`src/rsu_defines.vh`:
```
`ifndef RSU_DEFINES_VH
`define RSU_DEFINES_VH
// ***********************************************************
// register byte offsets on the bus
// ***********************************************************
`define OFS_UPDATE_LO   12'h000
`define OFS_UPDATE_HI   12'h004
`define OFS_CONTROL_LO  12'h008
`define OFS_CONTROL_HI  12'h00c
`define OFS_CURRENT     12'h010
`define OFS_PREV_ONE    12'h014
`define OFS_PREV_TWO    12'h018
`define OFS_STATUS      12'h01c
// ***********************************************************
// control / update register fields (39 bits)
// ***********************************************************
`define CTL_WIDTH       39
`define CTL_RESERVED2   38
`define CTL_EARLY_DONE  37
`define CTL_OSC_INT     36
`define CTL_WATCHDOG_ENABLE_BIT       35
`define CTL_RESERVED1   34
`define CTL_PAGE_HI     33
`define CTL_PAGE_LO     12
`define CTL_WD_HI       11
`define CTL_WD_LO       0
`define CTL_RESET       39'h0000000000
// ***********************************************************
// previous-state record fields, and low bits of the watchdog reload value
// ***********************************************************
`define CAUSE_EXT       30
`define CAUSE_CRC       29
`define CAUSE_PIN       28
`define CAUSE_WDOG      27
`define CAUSE_USER      26
`define REC_STATE_HI    25
`define REC_STATE_LO    24
`define REC_BAD_CAPTURE 31'h7fffffff
`define WD_LOW_BITS     17'h00008
// ***********************************************************
// timing
// ***********************************************************
`define CLK_PERIOD_NS   10
`define STROBE_MIN_NS   250
`define STROBE_CYCLES   ((`STROBE_MIN_NS + `CLK_PERIOD_NS - 1) / `CLK_PERIOD_NS)
// ***********************************************************
// master state encoding seen in status fields
// ***********************************************************
`define MS_FACTORY      2'h0
`define MS_APP_LOAD     2'h1
`define MS_APP_USER     2'h2
`define MS_RECONFIG     2'h3
`endif

```
`src/rsu_controller.v`:
```
// Contract
// - keep two previous-state debug records
// - one-hot cause bits 30 down to 26
// - simultaneous causes: highest bit wins
// - bits 25:24 hold state at exit
// - bits 23:0 hold boot address used
// - capture before first application flags bad
// - registers writable only in factory image
// - request in factory or user mode copies update into control, reconfigures
// - errors clear control; request loads update
// - status updated before factory reload
// - watchdog 29-bit down counter from control
// - reload is twelve bits plus constant
// - watchdog clocked by oscillator or user clock
// - watchdog runs only in application user mode
// - expiry sets status bit, loads factory
// - control bit 35 enable, page, timer fields
// - current status bits 31:30 give state
`include "rsu_defines.vh"
module rsu_controller #(
  parameter LOAD_CYCLES = 16
) (
  input  wire        CLK,
  input  wire        RESET,
  input  wire        S_AXI_AWVALID,
  output reg         S_AXI_AWREADY,
  input  wire [11:0] S_AXI_AWADDR,
  input  wire        S_AXI_WVALID,
  output reg         S_AXI_WREADY,
  input  wire [31:0] S_AXI_WDATA,
  input  wire [3:0]  S_AXI_WSTRB,
  output reg         S_AXI_BVALID,
  input  wire        S_AXI_BREADY,
  output reg  [1:0]  S_AXI_BRESP,
  input  wire        S_AXI_ARVALID,
  output reg         S_AXI_ARREADY,
  input  wire [11:0] S_AXI_ARADDR,
  output reg         S_AXI_RVALID,
  input  wire        S_AXI_RREADY,
  output reg  [31:0] S_AXI_RDATA,
  output reg  [1:0]  S_AXI_RRESP,
  input  wire        RECONFIG_REQUEST,
  input  wire        WATCHDOG_RELOAD,
  input  wire        EXT_CONFIG_RESET,
  input  wire        CRC_ERROR,
  input  wire        CONFIG_STATUS_PIN_N,
  input  wire        OSC_TICK,
  input  wire        USER_SUPPLIED_CLOCK,
  output reg         FACTORY_IMAGE,
  output reg         LOAD_START,
  output reg  [23:0] BOOT_ADDRESS
);
  // ***********************************************************
  // state machine
  // ***********************************************************
  localparam ST_FACTORY = 4'b0001;
  localparam ST_LOAD    = 4'b0010;
  localparam ST_USER    = 4'b0100;
  localparam ST_RECONF  = 4'b1000;

  reg  [3:0]            state_r;
  reg  [3:0]            state_nxt;
  reg  [`CTL_WIDTH-1:0] update_r;
  reg  [`CTL_WIDTH-1:0] control_r;
  reg  [30:0]           prev_one_r;
  reg  [30:0]           prev_two_r;
  reg                   entered_app_r;
  reg                   wd_status_r;
  reg                   clksel_r;
  reg  [15:0]           load_cnt_r;
  reg  [4:0]            cause_r;
  reg                   err_to_factory_r;
  reg  [4:0]            sync1_r;
  reg  [4:0]            sync2_r;
  reg  [4:0]            sync3_r;
  reg  [7:0]            req_cnt_r;
  reg  [7:0]            rld_cnt_r;
  reg                   req_seen_r;
  reg                   rld_seen_r;
  reg                   aw_held_r;
  reg                   w_held_r;
  reg  [11:0]           aw_addr_r;
  reg  [31:0]           w_data_r;
  reg  [3:0]            w_strb_r;
  wire [28:0]           wd_count;
  wire                  wd_expired;

  // encoded master state for status fields
  function [1:0] enc_state;
    input [3:0] s;
    begin
      case (s)
        ST_FACTORY: enc_state = `MS_FACTORY;
        ST_LOAD:    enc_state = `MS_APP_LOAD;
        ST_USER:    enc_state = `MS_APP_USER;
        default:    enc_state = `MS_RECONFIG;
      endcase
    end
  endfunction

  // byte-lane merge of a 32-bit word
  function [31:0] merge;
    input [31:0] old;
    input [31:0] din;
    input [3:0]  strb;
    integer k;
    begin
      merge = old;
      for (k = 0; k < 4; k = k + 1)
        if (strb[k])
          merge[k*8 +: 8] = din[k*8 +: 8];
    end
  endfunction

  // ***********************************************************
  // input synchronisers: req, reload, ext reset, crc, pin
  // ***********************************************************
  wire [4:0] raw_in = {RECONFIG_REQUEST, WATCHDOG_RELOAD,
                       EXT_CONFIG_RESET, CRC_ERROR,
                       ~CONFIG_STATUS_PIN_N};
  always @(posedge CLK)
  begin
    if (RESET)
    begin
      sync1_r <= 5'h00;
      sync2_r <= 5'h00;
      sync3_r <= 5'h00;
    end
    else
    begin
      sync1_r <= raw_in;
      sync2_r <= sync1_r;
      sync3_r <= sync2_r;
    end
  end

  // watchdog timebase: oscillator or user clock, both synchronised
  reg [1:0] osc_s_r;
  reg [1:0] usr_s_r;
  reg       tb_prev_r;
  wire      tb_now = clksel_r ? usr_s_r[1] : osc_s_r[1];
  always @(posedge CLK)
  begin
    if (RESET)
    begin
      osc_s_r   <= 2'h0;
      usr_s_r   <= 2'h0;
      tb_prev_r <= 1'b0;
    end
    else
    begin
      osc_s_r   <= {osc_s_r[0], OSC_TICK};
      usr_s_r   <= {usr_s_r[0], USER_SUPPLIED_CLOCK};
      tb_prev_r <= tb_now;
    end
  end
  wire wd_tick = tb_now & ~tb_prev_r;

  // strobes only count once held the minimum time
  always @(posedge CLK)
  begin
    if (RESET)
    begin
      req_cnt_r  <= 8'h00;
      rld_cnt_r  <= 8'h00;
      req_seen_r <= 1'b0;
      rld_seen_r <= 1'b0;
    end
    else
    begin
      req_cnt_r  <= sync2_r[4] ? req_cnt_r + {7'h00, ~req_seen_r} : 8'h00;
      req_seen_r <= sync2_r[4] && (req_seen_r ||
                    req_cnt_r == (`STROBE_CYCLES - 1));
      rld_cnt_r  <= sync2_r[3] ? rld_cnt_r + {7'h00, ~rld_seen_r} : 8'h00;
      rld_seen_r <= sync2_r[3] && (rld_seen_r ||
                    rld_cnt_r == (`STROBE_CYCLES - 1));
    end
  end
  wire req_go = sync2_r[4] && !req_seen_r &&
                req_cnt_r == (`STROBE_CYCLES - 1);
  wire rld_go = sync2_r[3] && !rld_seen_r &&
                rld_cnt_r == (`STROBE_CYCLES - 1);

  // causes gathered in order of precedence
  wire [4:0] cause_now = {sync2_r[2] & ~sync3_r[2],
                          sync2_r[1] & ~sync3_r[1],
                          sync2_r[0] & ~sync3_r[0],
                          wd_expired,
                          req_go & (state_r == ST_FACTORY ||
                                    state_r == ST_USER)};
  wire [4:0] cause_win = cause_now[4] ? 5'b10000 :
                         cause_now[3] ? 5'b01000 :
                         cause_now[2] ? 5'b00100 :
                         cause_now[1] ? 5'b00010 :
                         cause_now[0] ? 5'b00001 : 5'b00000;
  wire any_cause = |cause_now;

  // ***********************************************************
  // watchdog instance
  // ***********************************************************
  rsu_watchdog #(
    .WD_WIDTH (29)
  ) u_wdog (
    .clk         (CLK),
    .reset       (RESET),
    .run         (state_r == ST_USER && control_r[`CTL_WATCHDOG_ENABLE_BIT]),
    .tick        (wd_tick),
    .reload      (rld_go),
    .timeout_val (control_r[`CTL_WD_HI:`CTL_WD_LO]),
    .count_r     (wd_count),
    .expired_r   (wd_expired)
  );

  // next state of master machine
  always @*
  begin
    state_nxt = state_r;
    case (state_r)
      ST_FACTORY: if (any_cause) state_nxt = ST_RECONF;
      ST_LOAD:    if (any_cause) state_nxt = ST_RECONF;
                  else if (load_cnt_r == 16'h0000) state_nxt = ST_USER;
      ST_USER:    if (any_cause) state_nxt = ST_RECONF;
      ST_RECONF:  state_nxt = err_to_factory_r ? ST_FACTORY : ST_LOAD;
      default:    state_nxt = ST_FACTORY;
    endcase
  end

  // ***********************************************************
  // master machine, control register and records
  // ***********************************************************
  always @(posedge CLK)
  begin
    if (RESET)
    begin
      state_r          <= ST_FACTORY;
      control_r        <= `CTL_RESET;
      prev_one_r       <= `REC_BAD_CAPTURE;
      prev_two_r       <= `REC_BAD_CAPTURE;
      entered_app_r    <= 1'b0;
      wd_status_r      <= 1'b0;
      load_cnt_r       <= 16'h0000;
      cause_r          <= 5'h00;
      err_to_factory_r <= 1'b0;
    end
    else
    begin
      state_r <= state_nxt;
      if (state_r == ST_LOAD && load_cnt_r != 16'h0000)
        load_cnt_r <= load_cnt_r - 16'h0001;
      if (state_r == ST_USER)
        entered_app_r <= 1'b1;
      if (state_r != ST_RECONF && any_cause)
      begin
        cause_r          <= cause_win;
        err_to_factory_r <= ~cause_win[0];
        if (cause_win[1])
          wd_status_r <= 1'b1;
        if (cause_win[0])
          control_r <= update_r;
        else
          control_r <= `CTL_RESET;
        // only leaving an application produces a record
        if (state_r != ST_FACTORY)
        begin
          prev_two_r <= prev_one_r;
          prev_one_r <= {cause_win, enc_state(state_r),
                         control_r[`CTL_PAGE_HI:`CTL_PAGE_LO],
                         2'b00};
        end
      end
      if (state_r == ST_RECONF && !err_to_factory_r)
        load_cnt_r <= LOAD_CYCLES[15:0];
    end
  end

  // ***********************************************************
  // axi4-lite write channel
  // ***********************************************************
  wire factory = (state_r == ST_FACTORY);
  wire do_wr   = aw_held_r && w_held_r && !S_AXI_BVALID;
  wire wr_ok   = (aw_addr_r == `OFS_UPDATE_LO) ||
                 (aw_addr_r == `OFS_UPDATE_HI) ||
                 (aw_addr_r == `OFS_STATUS);
  always @(posedge CLK)
  begin
    if (RESET)
    begin
      S_AXI_AWREADY <= 1'b0;
      S_AXI_WREADY  <= 1'b0;
      S_AXI_BVALID  <= 1'b0;
      S_AXI_BRESP   <= 2'h0;
      aw_held_r     <= 1'b0;
      w_held_r      <= 1'b0;
      aw_addr_r     <= 12'h000;
      w_data_r      <= 32'h00000000;
      w_strb_r      <= 4'h0;
      update_r      <= `CTL_RESET;
      clksel_r      <= 1'b0;
    end
    else
    begin
      S_AXI_AWREADY <= !aw_held_r && !S_AXI_AWREADY;
      S_AXI_WREADY  <= !w_held_r && !S_AXI_WREADY;
      if (S_AXI_AWVALID && S_AXI_AWREADY)
      begin
        aw_held_r     <= 1'b1;
        aw_addr_r     <= {S_AXI_AWADDR[11:2], 2'b00};
        S_AXI_AWREADY <= 1'b0;
      end
      if (S_AXI_WVALID && S_AXI_WREADY)
      begin
        w_held_r     <= 1'b1;
        w_data_r     <= S_AXI_WDATA;
        w_strb_r     <= S_AXI_WSTRB;
        S_AXI_WREADY <= 1'b0;
      end
      if (do_wr)
      begin
        aw_held_r    <= 1'b0;
        w_held_r     <= 1'b0;
        S_AXI_BVALID <= 1'b1;
        S_AXI_BRESP  <= (wr_ok && factory) ? 2'h0 : 2'h2;
        if (factory && aw_addr_r == `OFS_UPDATE_LO)
          update_r[31:0] <= merge(update_r[31:0], w_data_r, w_strb_r);
        if (factory && aw_addr_r == `OFS_UPDATE_HI && w_strb_r[0])
          update_r[38:32] <= w_data_r[6:0];
        if (factory && aw_addr_r == `OFS_STATUS && w_strb_r[0])
          clksel_r <= w_data_r[1];
      end
      if (S_AXI_BVALID && S_AXI_BREADY)
        S_AXI_BVALID <= 1'b0;
    end
  end

  // ***********************************************************
  // axi4-lite read channel
  // ***********************************************************
  reg [31:0] rd_mux;
  always @*
  begin
    rd_mux = 32'h00000000;
    case ({S_AXI_ARADDR[11:2], 2'b00})
      `OFS_UPDATE_LO:  rd_mux = update_r[31:0];
      `OFS_UPDATE_HI:  rd_mux = {25'h0000000, update_r[38:32]};
      `OFS_CONTROL_LO: rd_mux = control_r[31:0];
      `OFS_CONTROL_HI: rd_mux = {25'h0000000, control_r[38:32]};
      `OFS_CURRENT:    rd_mux = factory ?
        {enc_state(state_r), 6'h00, BOOT_ADDRESS} :
        {enc_state(state_r), control_r[`CTL_WATCHDOG_ENABLE_BIT], wd_count};
      `OFS_PREV_ONE:   rd_mux = entered_app_r ? {1'b0, prev_one_r} :
                                {1'b0, `REC_BAD_CAPTURE};
      `OFS_PREV_TWO:   rd_mux = entered_app_r ? {1'b0, prev_two_r} :
                                {1'b0, `REC_BAD_CAPTURE};
      `OFS_STATUS:     rd_mux = {25'h0000000, cause_r,
                                 clksel_r, wd_status_r};
      default:         rd_mux = 32'h00000000;
    endcase
  end

  always @(posedge CLK)
  begin
    if (RESET)
    begin
      S_AXI_ARREADY <= 1'b0;
      S_AXI_RVALID  <= 1'b0;
      S_AXI_RDATA   <= 32'h00000000;
      S_AXI_RRESP   <= 2'h0;
    end
    else
    begin
      S_AXI_ARREADY <= !S_AXI_RVALID && !S_AXI_ARREADY;
      if (S_AXI_ARVALID && S_AXI_ARREADY)
      begin
        S_AXI_ARREADY <= 1'b0;
        S_AXI_RVALID  <= 1'b1;
        S_AXI_RDATA   <= rd_mux;
        S_AXI_RRESP   <= (S_AXI_ARADDR[11:0] <= `OFS_STATUS) ? 2'h0 : 2'h2;
      end
      else if (S_AXI_RVALID && S_AXI_RREADY)
        S_AXI_RVALID <= 1'b0;
    end
  end

  // outputs toward the configuration loader
  always @(posedge CLK)
  begin
    if (RESET)
    begin
      FACTORY_IMAGE <= 1'b1;
      LOAD_START    <= 1'b0;
      BOOT_ADDRESS  <= 24'h000000;
    end
    else
    begin
      FACTORY_IMAGE <= (state_nxt == ST_FACTORY);
      LOAD_START    <= (state_r == ST_RECONF);
      BOOT_ADDRESS  <= {control_r[`CTL_PAGE_HI:`CTL_PAGE_LO], 2'b00};
    end
  end
endmodule

```
`src/rsu_watchdog.v`:
```
`include "rsu_defines.vh"
// ***********************************************************
// 29-bit user watchdog, ticks on a synchronised timebase
// ***********************************************************
module rsu_watchdog #(
  parameter WD_WIDTH = 29
) (
  input  wire                clk,
  input  wire                reset,
  input  wire                run,
  input  wire                tick,
  input  wire                reload,
  input  wire [11:0]         timeout_val,
  output reg  [WD_WIDTH-1:0] count_r,
  output reg                 expired_r
);
  // full reload value: upper 12 bits from software, constant low part
  wire [WD_WIDTH-1:0] load_val = {timeout_val, `WD_LOW_BITS};

  // down counter, held at load value unless running
  always @(posedge clk)
  begin
    if (reset || !run || reload)
    begin
      count_r   <= load_val;
      expired_r <= 1'b0;
    end
    else if (tick)
    begin
      if (count_r == {WD_WIDTH{1'b0}})
        expired_r <= 1'b1;
      else
        count_r <= count_r - {{(WD_WIDTH-1){1'b0}}, 1'b1};
    end
    else
      expired_r <= 1'b0;
  end
endmodule

```
`config.mk`:
```
export PLATFORM = sky130hd
export DESIGN_NAME = rsu_controller
export DESIGN_NICKNAME = d
export VERILOG_FILES = /design/src/rsu_controller.v /design/src/rsu_watchdog.v
export VERILOG_INCLUDE_DIRS = /design/src
export SDC_FILE = /design/constraint.sdc
export NUM_CORES = 1
export LEC_CHECK = 0
export BUFFER_PORTS_ARGS = -buffer_cell sky130_fd_sc_hd__buf_4
export CAP_MARGIN = 20
export CORE_AREA = 2 2 205 127
export DETAILED_ROUTE_END_ITERATION = 10
export DIE_AREA = 0 0 207 129
export PLACE_DENSITY = 0.83
export SYNTH_ARGS = -nofsm -noshare
export SYNTH_HDL_FRONTEND = slang
export SYNTH_SLANG_ARGS = --single-unit
```
`constraint.sdc`:
```
create_clock -name CLK -period 6.4 [get_ports CLK]
set_clock_uncertainty 0.2 [all_clocks]
set_input_delay 1.28 -clock CLK [delete_from_list [all_inputs] [get_ports CLK]]
set_output_delay 1.28 -clock CLK [all_outputs]
set_load 0.01 [all_outputs]
```
==> impl_metrics.csv <==
group,metric,value,unit
status,outcome,"finished clean",
worst_setup_path,reg2reg_from,"u_wdog.count_r[18]$_DFFE_PP_",
cts,tritoncts,"done",
global_routing,overflow,0,
worst_hold_path,holdCritPathClass,"reg2reg",
timing,max_slew.worst_pin.slew,1.23,ns
timing,grt_setup_unrepaired,"no",
cts,clock_tree.root_cell,"clkbuf_16",
worst_setup_path,crit_path_class,"reg2reg",
global_routing,pin_count_of_the_biggest_net_entering_global_routing,100,
cts,htree_levels,1,
floorplan,die-width,207,um
floorplan,fp.dieArea,0.0267,mm^2
power_and_ir_drop,p_leak,6.45,nW
worst_setup_path,worstPathMaxFanout,15,
cells_and_area,layout-area-overhead-vs-synth,15.1,%
power_and_ir_drop,power_density,271,mW/mm^2
flow_run,maxCapViolCount,0,
timing,final_total_negative_setup_slack,0,ns
global_routing,globalRouteTotalUtil,0.290,
timing,fmax,266,MHz
cells_and_area,fill_cells,1977,
logic_synthesis,post_synth.cell_area_avg,9.10,um^2
route,drt_first_pass_iters,7,
cts,tritoncts_num_sinks,344,
logic_synthesis,syn_inst,1583,
route,drt_first_iter_violations,1389,
logic_synthesis,yosysMostFrequentCell,"dfxtp_1",
timing,timing.final.hold_violations,0,
timing,final-max-slew-violation-count,0,
cts,cts_inserted_buffers,30,
floorplan,core.rowCount,45,
cts,holdBufCountCts,0,
worst_setup_path,worst-endpoint-arrival,3.72,ns
logic_synthesis,netlist_top_cells_area,"dfxtp_1 46%, mux2i_1 6.7%, nand2_1 5.3%, nor2_1 4.4%, a21oi_1 4.2%",
timing,timing.slew.headroom,0.179,
logic_synthesis,ys_ff_latch,344,
timing,setup_viol,0,
cells_and_area,layout-drive-gt1-share,0.145,
placed_design,detailed_place_hpwl,27.8,mm
logic_synthesis,synth_top_cell_by_area,"dfxtp_1",
floorplan,die_y,129,um
cts,number_of_buffers_inserted_to_repair_setup_after_cts,0,
global_routing,grt_antenna_before_repair,1,
power_and_ir_drop,peakVddDrop,0.201,mV
worst_setup_path,capturing_element_type_of_the_critical_path,"flop",
cts,cts_resized,0,
logic_synthesis,synth_common_cells,"332 x dfxtp_1, 204 x nand2_1, 169 x nor2_1",
logic_synthesis,synth_top_area_share,0.461,
global_routing,global_route_wire_length_before_repair,61.4,mm
power_and_ir_drop,fin_total_pwr,0.00449,W
worst_setup_path,start_kind,"flop",
worst_hold_path,min_from,"S_AXI_RDATA[17]$_SDFFE_PP0P_",
worst_hold_path,hold_path_depth,1,
timing,final_critical_delay_including_setup_and_external_delays,3.76,ns
logic_synthesis,synth_enable_flop_cells,12,
floorplan,floorplan_core_area,0.0248,mm^2
worst_setup_path,cp.required,6.36,ns
cells_and_area,post_route_standard_cell_area_excluding_fillers,0.0166,mm^2
worst_hold_path,worst_hold_path.endpoint,"S_AXI_RDATA[17]$_SDFFE_PP0P_",
global_routing,vias_in_the_first_global_route,11200,
logic_synthesis,postSynth.asyncResetShare,0,
route,drcViolationCount,0,
placed_design,buffer_ports.inserted,134,
logic_synthesis,register_area_share_after_synthesis,0.486,
cells_and_area,final_net_count,1743,
logic_synthesis,dominantRegCellSynth,"dfxtp_1",
logic_synthesis,post_synth_instance_area,0.0144,mm^2
floorplan,io_pins,141,
cts,max-clock-path-buffers,3,
worst_setup_path,timing.reg2reg.worst_path_depth,4,
timing,min_period_over_period,0.587,
route,drt_wl_cell,19.9,um
placed_design,post_dp_cell_area,0.0154,mm^2
cts,clk_pin_slew_worst_paths,0.07,ns
logic_synthesis,yosys.cell_types.count,81,
logic_synthesis,synth.yosys.warnings,0,
worst_setup_path,r2r-end,"u_wdog.count_r[25]$_DFFE_PP_",
cts,clock_insertion_delay_worst_skew,0.58,ns
worst_setup_path,reg2reg_slack,2.64,ns
placed_design,gp_congestion,0.960,
floorplan,start_util,0.582,
route,detailroute.via_count,12300,
route,via_per_inst,6.10,
route,antenna_violating_nets_post_route,0,
route,detail_route.wirelength,40.1,mm
-- registers in the layout (all words and copies together) (netlist names), 2 cells and up --
name and flops:
sync2_r 5, prev_one_r 30, prev_two_r 30, usr_s_r 2
w_data_r 32, aw_addr_r 10, cause_r 5, osc_s_r 2
load_cnt_r 16, state_r 4, sync3_r 3, control_r 39
update_r 39, u_wdog.count_r 29, rld_cnt_r 8, S_AXI_RDATA 32
w_strb_r 4, req_cnt_r 8, sync1_r 5, BOOT_ADDRESS 22
-- layout make-up --
cell class	instances	area [um^2]	share of cell area
timing repair buffer	149	1170	0.0708
tap	329	412	0.0248
clock buffer	39	846	0.0510
inverter	17	63.8	0.00385
multi-input combinational	1120	6860	0.414
clock inverter	16	214	0.0129
sequential	344	7010	0.422
antenna	2	5.00	0.000302
-- metrics by stage --
step | instances | utilization | setup slack, ns | hold slack [ns]
CTS | 2011 | 0.666 | 2.79 | 0.247
global route | 2014 | 0.669 | 2.34 | 0.263
detailed placement | 1956 | 0.623 | 2.39 | 0.226
global placement | 1956 | 0.623 | 2.42 | 0.223
floorplan | 1586 | - | 3.19 | 0.214
finish | 2016 | 0.669 | 2.64 | 0.251
-- worst max-delay path, stage by stage, from the launching register on --
cell and delay (ns):
edfxtp_1 0.53, nor4_1 0.55, nand4_1 0.44, o31ai_2 0.96
nand2_1 0.64
-- where the power goes --
group | internal, W | switching, W
combinational | 0.000127 | 0.000192
sequential | 0.00220 | 0.0000340
clock | 0.00110 | 0.000835
total | 0.00343 | 0.00106
-- logic make-up (layout without fill, tap and decap cells) --
logic type               after synthesis  after routing  share of synthesized area
AND/OR/NAND/NOR                      614            614                      0.207
AO/OA/AOI/OAI                        353            353                      0.162
flip-flops                           344            344                      0.486
buffers and inverters                122            221                     0.0408
multiplexers                         102            102                     0.0736
XOR/XNOR                              40             40                     0.0243
adder cells (fa/ha/maj)                7              7                    0.00608
other                                  1              6                   0.000260
-- routing by layer --
layer | wire length [um] | track usage
met3 | 5150 | 0.0954
met5 | 0 | 0
met1 | 17800 | 0.420
met2 | 16200 | 0.414
met4 | 918 | 0.0731
-- worst max-delay path by stage --
stage	start	slack, ns	endpoint
final	u_wdog.count_r[18]$_DFFE_PP_	2.64	u_wdog.count_r[25]$_DFFE_PP_
after global routing	u_wdog.count_r[18]$_DFFE_PP_	2.34	u_wdog.count_r[23]$_DFFE_PP_
after CTS	u_wdog.count_r[18]$_DFFE_PP_	2.79	u_wdog.count_r[17]$_DFFE_PP_
after detailed placement	S_AXI_ARADDR[5]	2.39	S_AXI_RDATA[6]$_SDFFE_PP0P_
after global placement	S_AXI_ARADDR[5]	2.42	S_AXI_RDATA[6]$_SDFFE_PP0P_
after floorplan	S_AXI_ARADDR[3]	3.19	S_AXI_RDATA[29]$_SDFFE_PP0P_
-- layout by cell type (no fill, tap or decap), drive strengths merged, types with 12 or more instances in the layout --
cell    instances
a41oi          12
nand2         204
mux2i          97
buf           149
or2            17
a22oi          24
or3            20
nand4          16
a21oi         121
nor2b          44
nor2          169
xor2           18
clkbuf         39
or4            12
dfxtp         332
nand3          22
xnor2          22
edfxtp         12
inv            19
and3           16
nor4           17
nor3           27
o21ai          71
a21o           16
a22o           45
(Power assumes the default switching activity.)
